==> src/rtl/bcd_pkg.sv <==
// shared constants, types and register map of the decade counter block
package bcd_pkg;

  // ==========================================================
  // widths
  localparam int unsigned BCD_W       = 4;
  localparam int unsigned APB_ADDR_W  = 8;
  localparam int unsigned APB_DATA_W  = 32;

  // ==========================================================
  // counting range
  localparam logic [3:0]  BCD_FIRST   = 4'h0;
  localparam logic [3:0]  BCD_LAST    = 4'h9;
  localparam logic [3:0]  BCD_ONE     = 4'h1;

  // ==========================================================
  // register offsets
  localparam logic [7:0]  OFS_CTRL    = 8'h00;
  localparam logic [7:0]  OFS_PULSE   = 8'h04;
  localparam logic [7:0]  OFS_STATUS  = 8'h08;

  // ==========================================================
  // control register fields
  localparam int unsigned CTRL_SW_EN  = 0;
  localparam int unsigned CTRL_SEL_LO = 1;
  localparam int unsigned CTRL_SEL_HI = 2;
  localparam int unsigned CTRL_CIN_N  = 3;
  localparam int unsigned CTRL_DATA   = 4;

  // ==========================================================
  // status register fields
  localparam int unsigned STAT_COUNT  = 0;
  localparam int unsigned STAT_COUT_N = 4;
  localparam int unsigned STAT_SEL    = 5;
  localparam int unsigned STAT_CIN_N  = 7;

  // ==========================================================
  // reset values
  localparam logic [3:0]  RST_COUNT   = 4'h0;
  localparam logic [1:0]  RST_SEL     = 2'h3;
  localparam logic        RST_CIN_N   = 1'b1;

  // mode code: bit 1 is the low select line, bit 0 the high one
  typedef enum logic [1:0] {
    MODE_LOAD = 2'b00,
    MODE_UP   = 2'b01,
    MODE_DOWN = 2'b10,
    MODE_HOLD = 2'b11
  } bcd_mode_t;

  typedef struct packed {
    logic [31:0] prdata;
    logic [3:0]  count;
    logic        cp_prev;
    logic        sw_en;
    logic [1:0]  sw_sel;
    logic        sw_cin_n;
    logic [3:0]  sw_data;
    logic        sw_pulse;
  } bcd_state_t;

  typedef struct packed {
    logic        psel;
    logic        penable;
    logic        pwrite;
    logic [7:0]  paddr;
    logic [31:0] pwdata;
  } bcd_apb_req_t;

  typedef struct packed {
    logic [31:0] prdata;
    logic        pready;
    logic        pslverr;
  } bcd_apb_rsp_t;

endpackage

==> src/rtl/bcd_step.sv <==
// next-count and carry-out logic of one decade stage
`timescale 1ns/1ps
module bcd_step
  import bcd_pkg::*;
(
  input  wire logic [3:0] count,
  input  wire bcd_mode_t  mode,
  input  wire logic       carry_in_n,
  input  wire logic [3:0] load_value,
  output logic [3:0]      next_count,
  output logic            carry_out_n
);

  // ==========================================================
  // next value
  always_comb
  begin
    next_count = count;
    case (mode)
      MODE_LOAD: next_count = load_value;
      MODE_UP:
      begin
        if (!carry_in_n)
        begin
          // codes above nine also fall back to zero
          if (count >= BCD_LAST)
            next_count = BCD_FIRST;
          else
            next_count = 4'(count + BCD_ONE);
        end
      end
      MODE_DOWN:
      begin
        if (!carry_in_n)
        begin
          if (count == BCD_FIRST)
            next_count = BCD_LAST;
          else
            next_count = 4'(count - BCD_ONE);
        end
      end
      MODE_HOLD: next_count = count;
      default:   next_count = count;
    endcase
  end

  // ==========================================================
  // terminal count, decoded straight from the stored bits
  always_comb
  begin
    carry_out_n = 1'b1;
    if (!carry_in_n && mode == MODE_UP && count == BCD_LAST)
      carry_out_n = 1'b0;
    if (!carry_in_n && mode == MODE_DOWN && count == BCD_FIRST)
      carry_out_n = 1'b0;
  end

endmodule // bcd_step

==> src/rtl/bcd_counter.sv <==
// decade up/down counter with parallel load and an APB control port
//
// Behaviour
// - synchronous decade counter: up, down, load, hold
// - two selects plus carry-in choose mode
// - load value enters only on a counter clock edge, or on a software pulse while software has control
// - carry-out low at terminal count of direction while carry-in is low
// - carry-out decoded directly from stored count bits
// - count changes only on a counter clock rising edge, or on a software pulse while software has control
// - carry-in high freezes counting at edges
// - selects: 00 load, 01 up, 10 down, 11 hold
`timescale 1ns/1ps
module bcd_counter
  import bcd_pkg::*;
(
  input  wire logic        pclk,
  input  wire logic        presetn,
  input  wire logic        psel,
  input  wire logic        penable,
  input  wire logic        pwrite,
  input  wire logic [7:0]  paddr,
  input  wire logic [31:0] pwdata,
  output logic [31:0]      prdata,
  output logic             pready,
  output logic             pslverr,
  input  wire logic        count_clock,
  input  wire logic        mode_select_lo,
  input  wire logic        mode_select_hi,
  input  wire logic        carry_in_n,
  input  wire logic [3:0]  load_value_in,
  output logic [3:0]       count_value_out,
  output logic             carry_out_n
);

  bcd_state_t   st_reg;
  bcd_state_t   st_next;
  bcd_apb_req_t req;
  bcd_apb_rsp_t rsp;
  bcd_mode_t    mode_eff;
  logic         cin_n_eff;
  logic [3:0]   data_eff;
  logic         count_edge;
  logic [3:0]   step_count;
  logic         step_cout_n;
  logic         setup_ph;
  logic         access_ph;
  logic         addr_ok;

  // ==========================================================
  // address decode, used by the error answer only; the read mux decodes paddr itself
  function automatic logic addr_known(input logic [7:0] a);
    addr_known = (a == OFS_CTRL) || (a == OFS_PULSE) || (a == OFS_STATUS);
  endfunction

  function automatic logic counts(input bcd_mode_t m);
    counts = (m == MODE_UP) || (m == MODE_DOWN);
  endfunction

  assign req.psel    = psel;
  assign req.penable = penable;
  assign req.pwrite  = pwrite;
  assign req.paddr   = paddr;
  assign req.pwdata  = pwdata;

  assign setup_ph  = req.psel && !req.penable;
  assign access_ph = req.psel && req.penable;
  assign addr_ok   = addr_known(req.paddr);

  // ==========================================================
  // control source: pins, or software when it takes over
  always_comb
  begin
    if (st_reg.sw_en)
    begin
      // register keeps the low select in bit 0, the mode code wants it in bit 1
      mode_eff   = bcd_mode_t'({st_reg.sw_sel[0], st_reg.sw_sel[1]});
      cin_n_eff  = st_reg.sw_cin_n;
      data_eff   = st_reg.sw_data;
      count_edge = st_reg.sw_pulse;
    end
    else
    begin
      mode_eff   = bcd_mode_t'({mode_select_lo, mode_select_hi});
      cin_n_eff  = carry_in_n;
      data_eff   = load_value_in;
      // counter clock is a sampled pin; a rising level is the edge
      count_edge = count_clock && !st_reg.cp_prev;
    end
  end

  // ==========================================================
  // counting stage
  bcd_step u_step (
    .count       (st_reg.count),
    .mode        (mode_eff),
    .carry_in_n  (cin_n_eff),
    .load_value  (data_eff),
    .next_count  (step_count),
    .carry_out_n (step_cout_n)
  );

  // ==========================================================
  // state update
  always_comb
  begin
    st_next          = st_reg;
    st_next.cp_prev  = count_clock;
    st_next.sw_pulse = 1'b0;

    // mode and carry-in together pick the new value
    if (count_edge)
      st_next.count = step_count;

    // read data is captured in the setup cycle so it leaves a flop
    if (setup_ph && !req.pwrite)
    begin
      st_next.prdata = '0;
      case (req.paddr)
        OFS_CTRL:
        begin
          st_next.prdata[CTRL_SW_EN]              = st_reg.sw_en;
          st_next.prdata[CTRL_SEL_HI:CTRL_SEL_LO] = st_reg.sw_sel;
          st_next.prdata[CTRL_CIN_N]              = st_reg.sw_cin_n;
          st_next.prdata[CTRL_DATA +: BCD_W]      = st_reg.sw_data;
        end
        OFS_STATUS:
        begin
          st_next.prdata[STAT_COUNT +: BCD_W] = st_reg.count;
          st_next.prdata[STAT_COUT_N]         = step_cout_n;
          st_next.prdata[STAT_SEL +: 2]       = mode_eff;
          st_next.prdata[STAT_CIN_N]          = cin_n_eff;
        end
        default: st_next.prdata = '0;
      endcase
    end

    // writes land at the access edge, the slave is never waited on
    if (access_ph && req.pwrite)
    begin
      case (req.paddr)
        OFS_CTRL:
        begin
          st_next.sw_en    = req.pwdata[CTRL_SW_EN];
          st_next.sw_sel   = req.pwdata[CTRL_SEL_HI:CTRL_SEL_LO];
          st_next.sw_cin_n = req.pwdata[CTRL_CIN_N];
          st_next.sw_data  = req.pwdata[CTRL_DATA +: BCD_W];
        end
        // only useful with software control; ignored otherwise
        OFS_PULSE: st_next.sw_pulse = st_reg.sw_en;
        default:   st_next.sw_pulse = 1'b0;
      endcase
    end
  end

  always_ff @(posedge pclk or negedge presetn)
  begin
    if (!presetn)
    begin
      st_reg          <= '0;
      st_reg.count    <= RST_COUNT;
      st_reg.sw_sel   <= RST_SEL;
      st_reg.sw_cin_n <= RST_CIN_N;
    end
    else
    begin
      st_reg <= st_next;
    end
  end

  // ==========================================================
  // outputs
  assign rsp.prdata  = st_reg.prdata;
  assign rsp.pready  = 1'b1;
  assign rsp.pslverr = access_ph && !addr_ok;

  assign prdata          = rsp.prdata;
  assign pready          = rsp.pready;
  assign pslverr         = rsp.pslverr;
  assign count_value_out = st_reg.count;
  // combinational path: follows a load before the next edge
  assign carry_out_n     = step_cout_n;
endmodule // bcd_counter

==> config.mk <==
export PLATFORM = sky130hd
export DESIGN_NAME = bcd_counter
export DESIGN_NICKNAME = d
export VERILOG_FILES = /design/src/rtl/bcd_pkg.sv /design/src/rtl/bcd_step.sv /design/src/rtl/bcd_counter.sv
export SDC_FILE = /design/constraint.sdc
export NUM_CORES = 1
export LEC_CHECK = 0
export ABC_AREA = 1
export BUFFER_PORTS_ARGS = -buffer_cell sky130_fd_sc_hd__buf_4
export CAP_MARGIN = 20
export CORE_MARGIN = 5
export CORE_UTILIZATION = 49
export CTS_CLUSTER_DIAMETER = 80
export DETAILED_ROUTE_END_ITERATION = 12
export PLACE_DENSITY = 0.85
export SETUP_SLACK_MARGIN = 0.3
export SLEW_MARGIN = 15
export SYNTH_ARGS = -nofsm -noshare
export SYNTH_HDL_FRONTEND = slang
export SYNTH_SLANG_ARGS = --single-unit
==> constraint.sdc <==
create_clock -name pclk -period 4.15 [get_ports pclk]
set_clock_uncertainty 0.1 [all_clocks]
set_input_delay 0.415 -clock pclk [delete_from_list [all_inputs] [get_ports pclk]]
set_output_delay 0.415 -clock pclk [all_outputs]
set_load 0.01 [all_outputs]
== Yosys cells after proc, flatten, opt, wreduce, memory -nomap -nowiden ==
Index checks and enable logic that the tools add are counted.

* Add/sub/neg operators: 2
* Multiply operators: 0
* Div/mod/pow operators: 0
* Magnitude comparators: 1
* Equality and inequality tests: 8
* Shifts and indexed selects: 0
* Multiplexer cells: 14
* Bitwise gates (word level): 1
* Reduce and logical (&&, ||, !) cells: 22

{| class="wikitable"
|+ Operators with widths
! kind !! number
|-
| 2-to-1 mux 4 bit || 5
|-
| case mux 8 bit (2 select lines) || 1
|-
| case mux 4 bit (3 select lines) || 1
|-
| logical AND 1 bit || 10
|-
| == test 8 x 3 -> 1 bit (second input constant) || 1
|-
| == test 8 x 4 -> 1 bit (second input constant) || 1
|-
| logical NOT 8 bit || 1
|-
| 2-to-1 mux 1 bit || 6
|-
| logical NOT 1 bit || 5
|-
| adder 4 x 1 -> 4 bit (second input constant) || 1
|-
| == test 2 bit (second input constant) || 2
|-
| == test 4 bit (second input constant) || 1
|-
| >= comparator 4 bit (second input constant) || 1
|-
| logical NOT 4 bit || 1
|-
| inequality test 2 bit (second input constant) || 2
|-
| AND reduction 4 bit || 1
|-
| subtractor 4 x 1 -> 4 bit (second input constant) || 1
|-
| == test 2 x 1 -> 1 bit (second input constant) || 1
|-
| logical NOT 2 bit || 1
|-
| logical OR 1 bit || 2
|-
| 2-to-1 mux 2 bit || 1
|-
| AND reduction 2 bit || 1
|-
| inverter 1 bit || 1
|}

* Register bits after elaboration: 22
* Bits in latches: 0
* Bits in writable memories: 0
* Bits in read-only memories: 0
* Input port bits: 53
* Output and inout port bits: 39
* Logic and storage cells: 56
* Memories kept: 0

== Logic depth before layout (Yosys ltp) ==
Gate-level depths: netlist of run 1.

* Word-level depth: 7
* Gate-level depth with buffers: 12
* Gate-level depth less buffers: 12

== Cells and area by module ==
From an unflattened synthesis of run 1, not the netlist that was laid out.

* Cell total of the unflattened synthesis: 276
* Area total of the unflattened synthesis: 1821.7 µm²

{| class="wikitable"
|+ By module, submodules not included
! module !! times used !! cells each !! area each (µm²) !! seq. area each (µm²)
|-
| bcd_counter || 1 || 199 || 1441.4 || 554.3
|-
| bcd_step || 1 || 77 || 380.4 || 0.0
|}

== Worst setup path before layout of run 1 ==
No wires, ideal clock.

* Path kind: register to output
* Start: register st_reg[8] (netlist name)
* End: output carry_out_n
* Arrival: 1.437 ns
* Required time: 3.635 ns
* Setup slack: 2.198 ns
* Stages on the path, launching flop included: 9
* Buffers on the path: 0
* Path through: dfrtp_1 -> inv_2 -> or2_2 -> o21ai_0 -> inv_1 -> ha_1 -> nand4_1 -> o21ai_1 -> nand2_1

* Word-level cells in the longest chain between the ends: 6
* Elaborated cells between the ends (all ways): 11
* Classes of those cells: eq/ne (2); mux (4); reduce/logical (5)

{| class="wikitable"
|+ RTL lines
! item !! RTL line !! source
|-
| start: declaration || bcd_counter.sv:35 || <nowiki>bcd_state_t st_reg;</nowiki>
|-
| start signal: assignment || bcd_counter.sv:166 || <nowiki>st_reg <= st_next;</nowiki>
|-
| 2-to-1 mux 2 bit or 2-to-1 mux 1 bit (tied branches) || bcd_counter.sv:73 || <nowiki>if (st_reg.sw_en)</nowiki>
|-
| == test 2 x 1 -> 1 bit or logical NOT 1 bit (tied branches) || -- ||
|-
| logical AND 1 bit (2 in series) || bcd_step.sv:52 || <nowiki>if (!carry_in_n && mode == MODE_UP && count == BCD_LAST)</nowiki>
|-
| 2-to-1 mux 1 bit || bcd_step.sv:52 ||
|-
| 2-to-1 mux 1 bit (*) || bcd_step.sv:54 || <nowiki>if (!carry_in_n && mode == MODE_DOWN && count == BCD_FIRST)</nowiki>
|-
| end: declaration || bcd_counter.sv:32 || <nowiki>output logic carry_out_n</nowiki>
|}

Mark *: on every way between the ends. The rest lies on a longest branch, timed or not.

== Worst setup path after layout of run 1 ==
Ends and elaborated chain as after synthesis.

==> impl_metrics.env, run 1 <==
export IMPL_core_area_um2=3390
export IMPL_wirelength_um=3500
export IMPL_worstHoldStart="count_clock"
export IMPL_die_area_um2=4880
export IMPL_cts_buffers=3
export IMPL_cts_tree="done"
export IMPL_seq_area_frac_synth_pct=31.6
export IMPL_avgSynthCellArea_um2=7.28
export IMPL_antenna_left=0
export IMPL_power_density_nw_per_um2=278
export IMPL_ff2ff_path_depth=12
export IMPL_route_vias_total=1494
export IMPL_drc_errors=0
export IMPL_crit_path_end_kind="primary output"
export IMPL_clk_pin_slew_ns=0.13
export IMPL_postCtsSetupBuffers=0
export IMPL_antenna_found_initial=0
export IMPL_total_power_mw=0.542
export IMPL_clockRootBuffer="clkbuf_4"
export IMPL_drt_iter0_drc=88
export IMPL_wire_per_inst_um=11.1
export IMPL_place_congestion=0.860
export IMPL_final_cell_mix="nand2_1, buf_4, nor2_1, conb_1, inv_1"
export IMPL_synth_edff_count=0
export IMPL_die_h_um=69.8
export IMPL_power_leakage_nw=1.07
export IMPL_insertion_delay_ns=0.32
export IMPL_io_pins=92
export IMPL_setup_viol=0
export IMPL_drv_slew=0
export IMPL_grt_max_degree=23
export IMPL_rsz0062_at_grt="no"
export IMPL_outcome="completed"
export IMPL_final_net_count=330
export IMPL_yosys_warnings=0
export IMPL_synth_cells=241
export IMPL_hold_path_class="in -> reg"
export IMPL_htreeDepth=1
export IMPL_grt_usage_pct=14.9
export IMPL_min_period_ns=2.77
export IMPL_globalRouteOverflowTotal=0
export IMPL_worstReg2RegEnd="count_value_out[0]"
export IMPL_firstDrtPassIters=4
export IMPL_drive_gt1_share_pct=25.6
export IMPL_rows=21
export IMPL_largest_register_ffs=10
export IMPL_grt_pass1_vias=1399
export IMPL_timing_fmax_mhz=361
export IMPL_crit_arrival_ns=2.25
export IMPL_synthArstFlopShare_pct=100
export IMPL_period_share_pct=66.7
export IMPL_layout_commonest_cell="nand2_1"
export IMPL_cp_max_fo=13
export IMPL_diodes=0
export IMPL_min_to="st_reg[9]"
export IMPL_regToRegSetupSlack_ns=1.79
export IMPL_r2r_start="st_reg[8]"
export IMPL_ys_ff_latch=22
export IMPL_vdd_drop_max_uv=125
export IMPL_final_core_util_pct=57.5
export IMPL_dp_hpwl_um=2780
export IMPL_synthDistinctLibCells=30
export IMPL_synth_ff_type="dfrtp_1"
export IMPL_crit_type="reg -> out"
export IMPL_maxCapViolCount=0
export IMPL_tns_ns=0
export IMPL_start_util_pct=51.8
export IMPL_startpoint_type="flip-flop"
export IMPL_cts_resized=0
export IMPL_n_fill_cell=337
export IMPL_cts_num_sinks=22
export IMPL_clockBufferDepth=2
export IMPL_area_delta_synth_final_pct=11.1
export IMPL_io_buffers=42
export IMPL_synth_area_um2=1750
export IMPL_via_per_inst=4.73
export IMPL_finalHoldViolations=0
export IMPL_die_w_um=69.8
export IMPL_grt_pass1_wl_um=6020
export IMPL_min_delay_path_depth=1
export IMPL_required_ns=3.63
==> worst max-delay path by stage <==
stage,startpoint,to,slack (ns),cells after the start
floorplan,st_reg[8],carry_out_n,2.20,8
global placement,st_reg[8],carry_out_n,1.80,8
detailed placement,st_reg[8],carry_out_n,1.77,8
CTS,st_reg[8],carry_out_n,1.40,8
global route,st_reg[8],carry_out_n,1.16,8
finish,st_reg[8],carry_out_n,1.38,8
==> metal layers <==
layer | routed length [µm] | track usage, %
met2 | 1550 | 23.6
met3 | 306 | 4.35
met5 | 0 | 0
met4 | 71 | 5.74
met1 | 1570 | 19.0
==> timing repair <==
item / 4_1_cts / 5_1_grt
hold endpoints to repair: 19 / 0
setup endpoints to repair: 0 / 0
hold buffers: 1 / 0
==> power breakdown <==
group	total (mW)	switching (mW)	internal (mW)
registers	0.260	0.0310	0.229
clock network	0.121	0.0678	0.0537
logic	0.161	0.0923	0.0684
total	0.542	0.191	0.351
==> kinds of logic (layout without fill, tap and decap cells) <==
logic type | after synthesis | after routing | synth area share (%)
AND/OR/NAND/NOR | 107 | 107 | 27.1
buffers and inverters | 66 | 72 | 23.0
AO/OA/AOI/OAI | 37 | 37 | 13.1
flip-flops | 22 | 22 | 31.6
adder cells (fa/ha/maj) | 6 | 6 | 4.28
other | 2 | 25 | 0.428
XOR/XNOR | 1 | 1 | 0.499
==> cell usage after synthesis, types with 3 or more instances <==
master | instances | area [µm²]
a21oi_1 | 7 | 35.0
buf_4 | 37 | 278
dfrtp_1 | 19 | 475
dfstp_2 | 3 | 78.8
ha_1 | 6 | 75.1
inv_1 | 23 | 86.3
nand2_1 | 59 | 221
nand3_1 | 8 | 40.0
nand4_1 | 3 | 18.8
nor2_1 | 26 | 97.6
o21ai_0 | 18 | 90.1
o21ai_2 | 7 | 61.3
==> cell type report <==
class | count | area [µm²] | share of cell area (%)
multi-input cells | 176 | 882 | 45.3
flip-flops and latches | 22 | 554 | 28.4
repair buffers | 43 | 325 | 16.7
inverters | 25 | 93.8 | 4.81
well taps | 46 | 57.6 | 2.95
clock buffers | 4 | 36.3 | 1.86
==> worst max-delay path, stage by stage (launching register included) <==
cell,delay (ns)
dfrtp_1,0.50
inv_2,0.16
or2_2,0.29
o21ai_0,0.16
ha_1,0.31
nand4_1,0.14
o21ai_1,0.12
nand2_1,0.10
buf_4,0.16
==> per-stage QoR <==
stage	area, µm²	instances	hold WS (ns)	setup slack [ns]
6_report	1950	316	0.103	1.38
5_1_grt	1950	316	0.0779	1.16
4_1_cts	1950	316	0.102	1.40
3_5_place_dp	1900	311	0.217	1.77
3_3_place_gp	1900	311	0.213	1.80
2_1_floorplan	1840	264	0.0194	2.20
Note: power is estimated with default switching activity, not from simulation.
==> run 2, diff against run 1 <==
Settings changed: CORE_UTILIZATION 49 to 45, PLACE_DENSITY 0.85 to 0.79.
Clock period 4.15 ns to 2.59 ns, I/O delays scaled along.
==> run 2 against run 1 <==
  * Sequential power grew 60%
  * Clock power is 80% higher
  * Wire length increased by 2.0%
  * Core utilization is 3.9 points lower
  * Critical path type unchanged
==> impl_metrics.env, run 2 (synthesis gave the netlist of run 1 again) <==
export IMPL_final_cell_mix="nand2_1, buf_4, nor2_1, conb_1, inv_1"
export IMPL_rows=22
export IMPL_hold_path_class="in -> reg"
export IMPL_antenna_found_initial=0
export IMPL_min_period_ns=2.15
export IMPL_via_per_inst=4.59
export IMPL_wire_per_inst_um=11.2
export IMPL_area_delta_synth_final_pct=13.6
export IMPL_htreeDepth=1
export IMPL_ff_latch_area_um2=556
export IMPL_place_inst=313
export IMPL_stdcell_count=320
export IMPL_insertion_delay_ns=0.26
export IMPL_setup_viol=0
export IMPL_timing_fmax_mhz=465
export IMPL_drc_errors=0
export IMPL_cp_slowest_cell="dfrtp_2"
export IMPL_worstPathCellList="inv_4, or2_2, o21ai_2, ha_2, nand4_1, o21ai_1, nand2_1, buf_4"
export IMPL_largest_register_ffs=10
export IMPL_n_fill_cell=363
export IMPL_crit_type="reg -> out"
export IMPL_multi_input_area_um2=895
export IMPL_wirelength_um=3570
export IMPL_firstDrtPassIters=4
export IMPL_antenna_left=0
export IMPL_rsz0062_at_grt="no"
export IMPL_crit_arrival_ns=1.79
export IMPL_layout_commonest_cell="nand2_1"
export IMPL_outcome="completed"
export IMPL_vdd_drop_max_uv=224
export IMPL_grt_pass1_wl_um=5850
export IMPL_dp_hpwl_um=2840
export IMPL_clockBufferDepth=2
export IMPL_cts_buffers=3
export IMPL_die_w_um=72.4
export IMPL_die_h_um=72.4
export IMPL_final_net_count=332
export IMPL_io_pins=92
export IMPL_place_congestion=0.854
export IMPL_drt_iter0_drc=91
export IMPL_die_area_um2=5250
export IMPL_critPathMaxStageDelay_ns=0.39
export IMPL_drv_slew=0
export IMPL_tns_ns=0
export IMPL_required_ns=2.23
export IMPL_power_density_nw_per_um2=450
export IMPL_grt_usage_pct=13.8
export IMPL_power_leakage_nw=1.08
export IMPL_final_core_util_pct=53.6
export IMPL_maxCapViolCount=0
export IMPL_drive_gt1_share_pct=27.6
export IMPL_start_util_pct=47.2
export IMPL_route_vias_total=1468
export IMPL_grt_max_degree=23
export IMPL_period_share_pct=83.0
export IMPL_cts_tree="done"
export IMPL_total_power_mw=0.895
export IMPL_clockRootBuffer="clkbuf_8"
export IMPL_grt_pass1_vias=1354
export IMPL_cts_num_sinks=22
export IMPL_io_buffers=42
export IMPL_finalHoldViolations=0
export IMPL_cp_max_fo=13
export IMPL_startpoint_type="flip-flop"
export IMPL_diodes=0
export IMPL_clk_pin_slew_ns=0.07
export IMPL_core_area_um2=3720
export IMPL_crit_path_end_kind="primary output"
export IMPL_globalRouteOverflowTotal=0
[run 2: changes by cell type in the layout (fill, tap and decap cells not counted), moves of 2 or more]
cell,before,now
o21ai_0,18,16
clkbuf_8,1,3
ha_2,0,2
clkbuf_4,3,0
o21ai_2,7,9
ha_1,6,4
buf_4,42,44
[run 2: path summary, 6_finish.rpt]
kind | from | to | slack, ns | cells past startpoint
worst max-delay path | st_reg[8] | carry_out_n | 0.44 | 8
worst min-delay path | count_clock | st_reg[9] | 0.01 | 1
worst max register to register | st_reg[8] | count_value_out[3] | 0.58 | 13
worst min register to register | prdata[1] | prdata[1] | 0.39 | 2
max in group asynchronous | presetn | st_reg[5] | 1.80 | 2
min in group asynchronous | presetn | prdata[4] | 0.31 | 2
[run 2: power by group]
group | leakage [nW] | switching [mW] | total, mW | internal [mW]
sequential | 0.279 | 0.0483 | 0.415 | 0.367
clock | 0.0228 | 0.108 | 0.218 | 0.110
combinational | 0.780 | 0.150 | 0.262 | 0.112
total | 1.08 | 0.307 | 0.895 | 0.588
[run 2: final cells by class]
type,count,area share [%]
Tap cell,48,3.02
Multi-Input combinational cell,176,44.9
Clock buffer,4,2.26
Sequential cell,22,27.9
Timing Repair Buffer,45,17.1
Inverter,25,4.84
[run 2: metal layers]
| metal | share of wire (%) | routed length (µm) | track usage, % |
|---|---|---|---|
| met3 | 7.9 | 281 | 2.63 |
| met2 | 48 | 1730 | 24.4 |
| met5 | 0 | 0 | 0 |
| met4 | 1.5 | 53 | 4.30 |
| met1 | 42 | 1510 | 16.8 |
[run 2: metrics by stage]
step           setup slack [ns]  hold slack (ns)  area [µm²]
6_report                  0.439           0.0112        1990
5_1_grt                   0.315          0.00201        1990
3_5_place_dp              0.357           0.0637        1910
2_1_floorplan             0.702           -0.137        1840
3_3_place_gp              0.373           0.0608        1910
4_1_cts                   0.309           0.0103        1980
[run 2: critical path, delay by kind of cell (launching register included)]
kind / cells / cell delay (ns)
flops: 1 / 0.39
fa+ha+maj: 1 / 0.21
simple gates: 3 / 0.50
compound gates: 2 / 0.19
buf+inv: 2 / 0.23
[run 2: timing repair]
| action | in CTS | in global routing |
|---|---|---|
| hold endpoints to repair | 19 | 0 |
| setup endpoints to repair | 1 | 5 |
| hold buffers | 1 | 0 |
| setup buffers | 2 | 0 |
| gates resized for setup | 2 | 6 |
| pin swaps | 1 | 1 |
